`src/rtl/ida_pkg.sv`:
```
// Package of the indirect data addressing unit: register offsets, widths and carriers.
// Assumes a 12-bit data memory space and an Avalon-MM register port of 32-bit words.
package ida_pkg;

    localparam int unsigned ADDR_W = 12;
    localparam int unsigned DATA_W = 8;

    // Register offsets in the special-function space.
    localparam logic [11:0] OFS_P2_LOW = 12'h0fd9;
    localparam logic [11:0] OFS_P2_HIGH = 12'h0fda;
    localparam logic [11:0] OFS_P2_PLUSW = 12'h0fdb;
    localparam logic [11:0] OFS_P2_PREINC = 12'h0fdc;
    localparam logic [11:0] OFS_P2_POSTDEC = 12'h0fdd;
    localparam logic [11:0] OFS_P2_POSTINC = 12'h0fde;
    localparam logic [11:0] OFS_P2_PLAIN = 12'h0fdf;
    localparam logic [11:0] OFS_P1_LOW = 12'h0fe1;
    localparam logic [11:0] OFS_P1_HIGH = 12'h0fe2;
    localparam logic [11:0] OFS_P1_PLUSW = 12'h0fe3;
    localparam logic [11:0] OFS_P1_PREINC = 12'h0fe4;
    localparam logic [11:0] OFS_P1_POSTDEC = 12'h0fe5;
    localparam logic [11:0] OFS_P1_POSTINC = 12'h0fe6;
    localparam logic [11:0] OFS_P1_PLAIN = 12'h0fe7;
    localparam logic [11:0] OFS_P0_LOW = 12'h0fe9;
    localparam logic [11:0] OFS_P0_HIGH = 12'h0fea;
    localparam logic [11:0] OFS_P0_PLUSW = 12'h0feb;
    localparam logic [11:0] OFS_P0_PREINC = 12'h0fec;
    localparam logic [11:0] OFS_P0_POSTDEC = 12'h0fed;
    localparam logic [11:0] OFS_P0_POSTINC = 12'h0fee;
    localparam logic [11:0] OFS_P0_PLAIN = 12'h0fef;
    localparam logic [11:0] OFS_WORKING = 12'h0ff0;

    // Reset values.
    localparam logic [11:0] PTR_RESET = 12'h0000;
    localparam logic [7:0] WREG_RESET = 8'h00;
    localparam logic [7:0] HIGH_UNUSED_MASK = 8'h0f;

    // Kinds of operand access.
    typedef enum logic [2:0] {
        IDA_OP_LOW,
        IDA_OP_HIGH,
        IDA_OP_PLAIN,
        IDA_OP_POSTINC,
        IDA_OP_POSTDEC,
        IDA_OP_PREINC,
        IDA_OP_PLUSW,
        IDA_OP_NONE
    } ida_op_type;

    // Decoded register address.
    typedef struct packed {
        logic hit;
        logic [1:0] ptr;
        ida_op_type op;
    } ida_decode_type;

    // One data memory request.
    typedef struct packed {
        logic rd;
        logic wr;
        logic [11:0] addr;
        logic [7:0] wdata;
    } ida_mem_req_type;

endpackage : ida_pkg

```
`src/rtl/ida_pointer.sv`:
```
// One pointer pair: 12-bit pointer with load of each byte and step by one.
// Assumes the parent decides at most one update per cycle.
`timescale 1ns/1ps

module ida_pointer (
    input wire logic clock,
    input wire logic rst_n,
    input wire logic load_low,
    input wire logic load_high,
    input wire logic step_up,
    input wire logic step_down,
    input wire logic [7:0] wdata,
    output logic [11:0] value_q
);

    // Byte loads, then post or pre steps, wrapping in the flat 12-bit range.
    always_ff @(posedge clock or negedge rst_n) begin
        if (!rst_n) begin
            value_q <= ida_pkg::PTR_RESET;
        end else if (load_low) begin
            value_q <= {value_q[11:8], wdata};
        end else if (load_high) begin
            value_q <= {wdata[3:0], value_q[7:0]};
        end else if (step_up) begin
            value_q <= value_q + 12'h001;
        end else if (step_down) begin
            value_q <= value_q - 12'h001;
        end
    end

endmodule : ida_pointer

```
`src/rtl/ida_unit.sv`:
```
// Indirect data addressing unit with three pointer pairs and virtual operands.
// Assumes a data memory that answers a read one cycle after the request.
`timescale 1ns/1ps

// What this block does
// - Three independent pointers, each built from a high and a low byte register.
// - Only the low four bits of each high byte exist, giving a 12-bit pointer.
// - The pointer addresses the whole data memory as one flat range.
// - The operand addresses hold no storage of their own.
// - Accessing an operand reads or writes memory at the matching pointer.
// - Instructions naming an operand use the pointer as their target address.
// - The plain operand leaves its pointer unchanged.
// - Bank select and access-bank bit have no effect on the target address.
// - The plus-offset operand targets pointer plus the working register.
module ida_unit (
    input wire logic clock,
    input wire logic rst_n,
    input wire logic [13:0] avs_address,
    input wire logic avs_read,
    input wire logic avs_write,
    input wire logic [31:0] avs_writedata,
    input wire logic [3:0] avs_byteenable,
    output logic [31:0] avs_readdata,
    output logic avs_waitrequest,
    input wire logic [3:0] bank_select_value,
    input wire logic access_bank_bit,
    output ida_pkg::ida_mem_req_type mem_req_q,
    input wire logic [7:0] mem_rdata
);

    typedef enum logic [1:0] {
        IDA_IDLE,
        IDA_MEM,
        IDA_WAIT,
        IDA_DONE
    } ida_state_type;

    ida_state_type state_q;
    logic [11:0] ptr_val [3];
    logic [7:0] wreg_q;
    logic [31:0] rdata_q;
    logic wait_q;
    logic [2:0] load_low;
    logic [2:0] load_high;
    logic [2:0] step_up;
    logic [2:0] step_down;
    ida_pkg::ida_decode_type dec;
    logic [11:0] reg_addr;
    logic [11:0] target;
    logic [7:0] wbyte;
    logic lane_ok;
    logic start;

    // Register index is the word address; only the low lane carries data.
    assign reg_addr = avs_address[11:0];
    assign lane_ok = avs_byteenable[0];
    assign wbyte = avs_writedata[7:0];
    assign start = (state_q == IDA_IDLE) && (avs_read || avs_write);

    // Address decode into pointer number and operand kind.
    always_comb begin
        dec = '{hit: 1'b1, ptr: 2'd0, op: ida_pkg::IDA_OP_NONE};
        unique case (reg_addr)
            ida_pkg::OFS_P0_LOW: dec = '{1'b1, 2'd0, ida_pkg::IDA_OP_LOW};
            ida_pkg::OFS_P0_HIGH: dec = '{1'b1, 2'd0, ida_pkg::IDA_OP_HIGH};
            ida_pkg::OFS_P0_PLAIN: dec = '{1'b1, 2'd0, ida_pkg::IDA_OP_PLAIN};
            ida_pkg::OFS_P0_POSTINC: dec = '{1'b1, 2'd0, ida_pkg::IDA_OP_POSTINC};
            ida_pkg::OFS_P0_POSTDEC: dec = '{1'b1, 2'd0, ida_pkg::IDA_OP_POSTDEC};
            ida_pkg::OFS_P0_PREINC: dec = '{1'b1, 2'd0, ida_pkg::IDA_OP_PREINC};
            ida_pkg::OFS_P0_PLUSW: dec = '{1'b1, 2'd0, ida_pkg::IDA_OP_PLUSW};
            ida_pkg::OFS_P1_LOW: dec = '{1'b1, 2'd1, ida_pkg::IDA_OP_LOW};
            ida_pkg::OFS_P1_HIGH: dec = '{1'b1, 2'd1, ida_pkg::IDA_OP_HIGH};
            ida_pkg::OFS_P1_PLAIN: dec = '{1'b1, 2'd1, ida_pkg::IDA_OP_PLAIN};
            ida_pkg::OFS_P1_POSTINC: dec = '{1'b1, 2'd1, ida_pkg::IDA_OP_POSTINC};
            ida_pkg::OFS_P1_POSTDEC: dec = '{1'b1, 2'd1, ida_pkg::IDA_OP_POSTDEC};
            ida_pkg::OFS_P1_PREINC: dec = '{1'b1, 2'd1, ida_pkg::IDA_OP_PREINC};
            ida_pkg::OFS_P1_PLUSW: dec = '{1'b1, 2'd1, ida_pkg::IDA_OP_PLUSW};
            ida_pkg::OFS_P2_LOW: dec = '{1'b1, 2'd2, ida_pkg::IDA_OP_LOW};
            ida_pkg::OFS_P2_HIGH: dec = '{1'b1, 2'd2, ida_pkg::IDA_OP_HIGH};
            ida_pkg::OFS_P2_PLAIN: dec = '{1'b1, 2'd2, ida_pkg::IDA_OP_PLAIN};
            ida_pkg::OFS_P2_POSTINC: dec = '{1'b1, 2'd2, ida_pkg::IDA_OP_POSTINC};
            ida_pkg::OFS_P2_POSTDEC: dec = '{1'b1, 2'd2, ida_pkg::IDA_OP_POSTDEC};
            ida_pkg::OFS_P2_PREINC: dec = '{1'b1, 2'd2, ida_pkg::IDA_OP_PREINC};
            ida_pkg::OFS_P2_PLUSW: dec = '{1'b1, 2'd2, ida_pkg::IDA_OP_PLUSW};
            ida_pkg::OFS_WORKING: dec = '{1'b1, 2'd0, ida_pkg::IDA_OP_NONE};
            default: dec = '{1'b0, 2'd0, ida_pkg::IDA_OP_NONE};
        endcase
        if (avs_address[13:12] != 2'b00) begin
            dec.hit = 1'b0;
        end
    end

    // Target address: pointer alone, pointer plus one, or pointer plus working register.
    // Bank select and the access-bank bit are deliberately left out of this sum.
    always_comb begin
        target = ptr_val[dec.ptr];
        if (dec.op == ida_pkg::IDA_OP_PREINC) begin
            target = ptr_val[dec.ptr] + 12'h001;
        end else if (dec.op == ida_pkg::IDA_OP_PLUSW) begin
            target = ptr_val[dec.ptr] + {4'h0, wreg_q};
        end
    end

    // Pointer update strobes, issued once when an access is accepted.
    always_comb begin
        load_low = 3'b000;
        load_high = 3'b000;
        step_up = 3'b000;
        step_down = 3'b000;
        if (start && dec.hit && lane_ok) begin
            unique case (dec.op)
                ida_pkg::IDA_OP_LOW: load_low[dec.ptr] = avs_write;
                ida_pkg::IDA_OP_HIGH: load_high[dec.ptr] = avs_write;
                ida_pkg::IDA_OP_POSTINC: step_up[dec.ptr] = 1'b1;
                ida_pkg::IDA_OP_PREINC: step_up[dec.ptr] = 1'b1;
                ida_pkg::IDA_OP_POSTDEC: step_down[dec.ptr] = 1'b1;
                ida_pkg::IDA_OP_PLAIN: step_up[dec.ptr] = 1'b0;
                ida_pkg::IDA_OP_PLUSW: step_up[dec.ptr] = 1'b0;
                ida_pkg::IDA_OP_NONE: step_up[dec.ptr] = 1'b0;
            endcase
        end
    end

    // The three pointer pairs.
    for (genvar i = 0; i < 3; i++) begin : g_ptr
        ida_pointer u_ptr (
            .clock(clock),
            .rst_n(rst_n),
            .load_low(load_low[i]),
            .load_high(load_high[i]),
            .step_up(step_up[i]),
            .step_down(step_down[i]),
            .wdata(wbyte),
            .value_q(ptr_val[i])
        );
    end

    // Working register used as the signed-free offset for plus-offset operands.
    always_ff @(posedge clock or negedge rst_n) begin
        if (!rst_n) begin
            wreg_q <= ida_pkg::WREG_RESET;
        end else if (start && avs_write && lane_ok && dec.hit
                     && reg_addr == ida_pkg::OFS_WORKING) begin
            wreg_q <= wbyte;
        end
    end

    // Access sequencer: register hits and operand writes finish in two cycles, operand reads go to memory.
    always_ff @(posedge clock or negedge rst_n) begin
        if (!rst_n) begin
            state_q <= IDA_IDLE;
        end else begin
            unique case (state_q)
                IDA_IDLE: begin
                    if (start) begin
                        if (dec.hit && lane_ok && dec.op != ida_pkg::IDA_OP_LOW
                            && dec.op != ida_pkg::IDA_OP_HIGH
                            && dec.op != ida_pkg::IDA_OP_NONE) begin
                            state_q <= avs_read ? IDA_MEM : IDA_DONE;
                        end else begin
                            state_q <= IDA_DONE;
                        end
                    end
                end
                IDA_MEM: state_q <= IDA_WAIT;
                IDA_WAIT: state_q <= IDA_DONE;
                IDA_DONE: state_q <= IDA_IDLE;
            endcase
        end
    end

    // Memory request: one cycle pulse carrying the resolved target.
    always_ff @(posedge clock or negedge rst_n) begin
        if (!rst_n) begin
            mem_req_q <= '0;
        end else if (start && dec.hit && lane_ok && dec.op != ida_pkg::IDA_OP_LOW
                     && dec.op != ida_pkg::IDA_OP_HIGH && dec.op != ida_pkg::IDA_OP_NONE) begin
            mem_req_q.rd <= avs_read;
            mem_req_q.wr <= avs_write;
            mem_req_q.addr <= target;
            mem_req_q.wdata <= wbyte;
        end else begin
            mem_req_q.rd <= 1'b0;
            mem_req_q.wr <= 1'b0;
        end
    end

    // Read data: pointer bytes, working register, memory byte, zero elsewhere.
    always_ff @(posedge clock or negedge rst_n) begin
        if (!rst_n) begin
            rdata_q <= 32'h0000_0000;
        end else if (start) begin
            rdata_q <= 32'h0000_0000;
            // A cleared low byte lane turns every register read into zero.
            if (lane_ok && dec.hit && dec.op == ida_pkg::IDA_OP_LOW) begin
                rdata_q[7:0] <= ptr_val[dec.ptr][7:0];
            end else if (lane_ok && dec.hit && dec.op == ida_pkg::IDA_OP_HIGH) begin
                rdata_q[7:0] <= {4'h0, ptr_val[dec.ptr][11:8]};
            end else if (lane_ok && dec.hit && reg_addr == ida_pkg::OFS_WORKING) begin
                rdata_q[7:0] <= wreg_q;
            end
        end else if (state_q == IDA_WAIT) begin
            rdata_q <= {24'h00_0000, mem_rdata};
        end
    end

    // Waitrequest is high except in the answer cycle.
    // An operand read answers only once the memory byte sits in rdata_q.
    always_ff @(posedge clock or negedge rst_n) begin
        if (!rst_n) begin
            wait_q <= 1'b1;
        end else begin
            wait_q <= !(state_q == IDA_WAIT || (start && !(avs_read && dec.hit && lane_ok
                        && dec.op != ida_pkg::IDA_OP_LOW && dec.op != ida_pkg::IDA_OP_HIGH
                        && dec.op != ida_pkg::IDA_OP_NONE)));
        end
    end

    assign avs_readdata = rdata_q;
    assign avs_waitrequest = wait_q;

endmodule : ida_unit

```
`config.mk`:
```
export PLATFORM = sky130hd
export DESIGN_NAME = ida_unit
export DESIGN_NICKNAME = d
export VERILOG_FILES = /design/src/rtl/ida_pkg.sv /design/src/rtl/ida_pointer.sv /design/src/rtl/ida_unit.sv
export SDC_FILE = /design/constraint.sdc
export NUM_CORES = 1
export LEC_CHECK = 0
export ABC_AREA = 0
export BUFFER_PORTS_ARGS = -buffer_cell sky130_fd_sc_hd__buf_2
export CAP_MARGIN = 20
export CORE_AREA = 2 2 127 160
export CTS_BUF_LIST = sky130_fd_sc_hd__clkbuf_16
export DETAILED_ROUTE_END_ITERATION = 6
export DIE_AREA = 0 0 129 162
export PLACE_DENSITY_LB_ADDON = 0.12
export SLEW_MARGIN = 25
export SYNTH_ARGS = -nofsm -noshare
export SYNTH_HDL_FRONTEND = slang
export SYNTH_HIERARCHICAL = 1
export SYNTH_SLANG_ARGS = --single-unit
```
`constraint.sdc`:
```
create_clock -name clock -period 5.4 [get_ports clock]
set_clock_uncertainty 0.2 [all_clocks]
set_input_delay 1.08 -clock clock [delete_from_list [all_inputs] [get_ports clock]]
set_output_delay 1.08 -clock clock [all_outputs]
set_load 0.01 [all_outputs]
```
==> impl_metrics.csv <==
group,metric,value,unit
run_status,status,"finished clean",
global_routing,grt_pass1_vias,6028,
die,die_area,20900,µm²
cells_and_area,fillCellCount,1981,
detailed_routing,wl_per_cell,18.65,µm
die,fp.dieH,162,µm
sta,finalCriticalPeriod,4.716,ns
synth,synth_top_family_by_area,"compound AO/OA/AOI/OAI gates",
synth,synth_compound_area_share,25.20,%
die,pin_count,122,
sta,maxSlewViolCount,0,
clock_tree,cts_htree_levels,3,
sta,fin_crit_sh,87.33,%
cells_and_area,final_cell_mix,"dfrtp_1 (76), nand2_1 (75), o21ai_0 (69)",
sta,finalHoldViolations,0,
cells_and_area,final_cell_area,7621,µm²
detailed_routing,routed_wl,21.02,mm
power,power_density,217.6,nW/µm²
clock_tree,cts_sinks,77,
clock_tree,cts_buffer_depth,2,
die,rows,57,
detailed_routing,num_vias,6266,
synth,synth_top_cell_by_area,"dfrtp_1",
cells_and_area,area_growth,13.85,%
sta,final-setup-viol-count,0,
synth,yosys_register_bits,77,
die,die_w,129,µm
worst_setup_path,worst_r2r_path_depth,15,
synth,ys_warn_count,6,
clock_tree,clkTransAtPathRegs,0.06,ns
worst_setup_path,cp_max_fo,10,
clock_tree,post-cts-setup-buffer-count,0,
synth,synth_top_area_share,28.41,%
global_routing,grt_overflow,0,
synth,syn_avg_cell_area,8.452,µm²
sta,relSlewSlack,41.60,%
global_routing,grt_pass1_wl,32.80,mm
power,p_leak,3.397,nW
worst_setup_path,worstPathArrival,4.74,ns
clock_tree,cts_resized,0,
place,dp_hpwl,16.07,mm
synth,postSynthCellCount,792,
clock_tree,cts_tree,"done",
synth,synth-main-ff-cell,"dfrtp_1",
sta,fmax,0.2121,GHz
job,maxCapViolCount,0,
synth,synthMuxAreaShare,4.710,%
worst_hold_path,hold_class,"reg -> reg",
clock_tree,cts-root-buf,"clkbuf_16",
clock_tree,cts_hold_buf,0,
place,place_area,7277,µm²
global_routing,grt_max_degree,78,
worst_setup_path,critical_path_required,5.43,ns
place,port_buffers,65,
die,fp.coreArea,19330,µm²
power,p_total,1.659,mW
detailed_routing,dr.pass1.iters,5,
place,gp_congestion,0.8944,
clock_tree,insertion_delay,0.35,ns
synth,ys_seq_area_share,28.80,%
detailed_routing,viasPerCell,5.560,
cells_and_area,layout.nets,969,
synth,ys_types,84,
synth,synth_simple_gate_area_share,23.46,%
synth,synth_edf_count,0,
cells_and_area,drive_gt1_share,17.65,%
detailed_routing,ant_nets,0,
worst_setup_path,cp-end-kind,"flip-flop",
sta,worst_slew_pin_slew,0.8741,ns
global_routing,antenna_found_initial,0,
sta,rsz0062_at_grt,"no",
global_routing,gr-usage-all-layers,20.50,%
worst_setup_path,cp-start-kind,"primary input",
synth,ys_top_cells_by_area,"dfrtp_1 (28%), ha_1 (7.9%), o21ai_0 (5.2%)",
synth,synth_async_sr_flop_share,100.0,%
clock_tree,numCtsBuffers,9,
synth,synthAdderAreaFrac,9.047,%
cells_and_area,layout_commonest_cell,"dfrtp_1",
worst_hold_path,hold_depth,2,
sta,fin_setup_tns,0,ns
synth,syn-cell-area,6694,µm²
die,initial_core_util,34.63,%
detailed_routing,drc,0,
power,ir_worst_vdd,135.4,µV
detailed_routing,drt-initial-drc-count,579,
synth,synth_xor_area_share,2.486,%
worst_setup_path,critical_path_class,"in -> reg",
[cells in the mapped netlist (8+ instances only)]
cell	number
a21boi_0	10
nor3_1	24
nand4_1	17
o21ai_0	69
o21a_1	12
ha_1	42
nand2b_1	8
o21ai_1	18
xnor2_1	13
and3_1	10
nor2_1	63
mux2_2	16
or3_1	10
clkbuf_1	19
nand2_1	75
nand3_1	19
mux2i_1	12
inv_1	22
a21oi_1	48
dfrtp_1	76
a221o_2	8
a211oi_1	15
buf_4	24
[report_power, final]
part / total (mW) / switching [mW] / internal (mW)
logic: 0.306 / 0.182 / 0.124
clock network: 0.713 / 0.262 / 0.451
registers: 0.640 / 0.0179 / 0.622
[registers in the layout, summed over array words and instances, names as in the netlist]
| register | flops |
|---|---|
| wreg_q | 8 |
| state_q | 2 |
| avs_waitrequest | 1 |
| mem_req_q | 22 |
| avs_readdata | 8 |
| g_ptr.u_ptr/value_q | 36 |
[final cells by class]
class	instances	area (µm²)	share of cell area, %
Antenna cell	1	2.502	0.03284
Sequential cell	77	1928	25.30
Multi-Input combinational cell	661	4453	58.43
Timing Repair Buffer	85	481.7	6.321
Clock inverter	7	116.4	1.527
Inverter	22	82.58	1.084
Clock buffer	9	225.2	2.955
Tap cell	265	331.6	4.351
[path summary, 6_finish.rpt]
check,from,to,slack [ns]
hold / removal,mem_req_q[7]$_DFFE_PN0P_,mem_req_q[7]$_DFFE_PN0P_,0.26
max in group asynchronous,rst_n,g_ptr[1].u_ptr/value_q[6]$_DFFE_PN0P_,3.90
min in group asynchronous,rst_n,avs_readdata[7]$_DFFE_PN0P_,0.56
setup reg to reg,state_q[0]$_DFFE_PN0P_,g_ptr[0].u_ptr/value_q[11]$_DFFE_PN0P_,1.39
hold reg to reg,mem_req_q[7]$_DFFE_PN0P_,mem_req_q[7]$_DFFE_PN0P_,0.26
setup / recovery,avs_address[1],g_ptr[0].u_ptr/value_q[11]$_DFFE_PN0P_,0.68
[per-layer routing]
metal	share of wire, %	routed length (µm)	global-route usage, %
met5	0	0	0
met4	4.3	897	8.943
met3	4.4	920	3.458
met2	49	10330	35.06
met1	42	8875	25.23
[worst max-delay path, stage by stage]
cell       delay [ns]
buf_2            0.15
nor3_4           0.36
nand3_1          0.26
a2111oi_2        0.41
nand3_1          0.22
nor2_1           0.23
inv_1            0.23
ha_1             0.40
a211oi_4         0.30
o21ai_2          0.11
a2111oi_2        0.37
nor3_1           0.12
xnor2_1          0.19
mux2i_1          0.23
a211oi_2         0.09
[stage by stage]
step                hold WS (ns)  std cells  utilization, %  setup WS (ns)
floorplan                 0.2753        815               -         0.7003
global route              0.2936       1126           39.42         0.3869
detailed placement        0.2512       1110           37.65         0.3560
global placement          0.2483       1110           37.63         0.4420
finish                    0.2598       1127           39.43         0.6844
CTS                       0.2652       1126           39.42         0.7170
[cells by family after synthesis]
| group | count (synthesis) |
|---|---|
| mux | 29 |
| simple gates | 291 |
| flops | 77 |
| other cells | 1 |
| compound gates | 252 |
| xor+xnor | 19 |
| buf+inv | 77 |
| fa+ha+maj | 46 |
(Power assumes the default switching activity.)
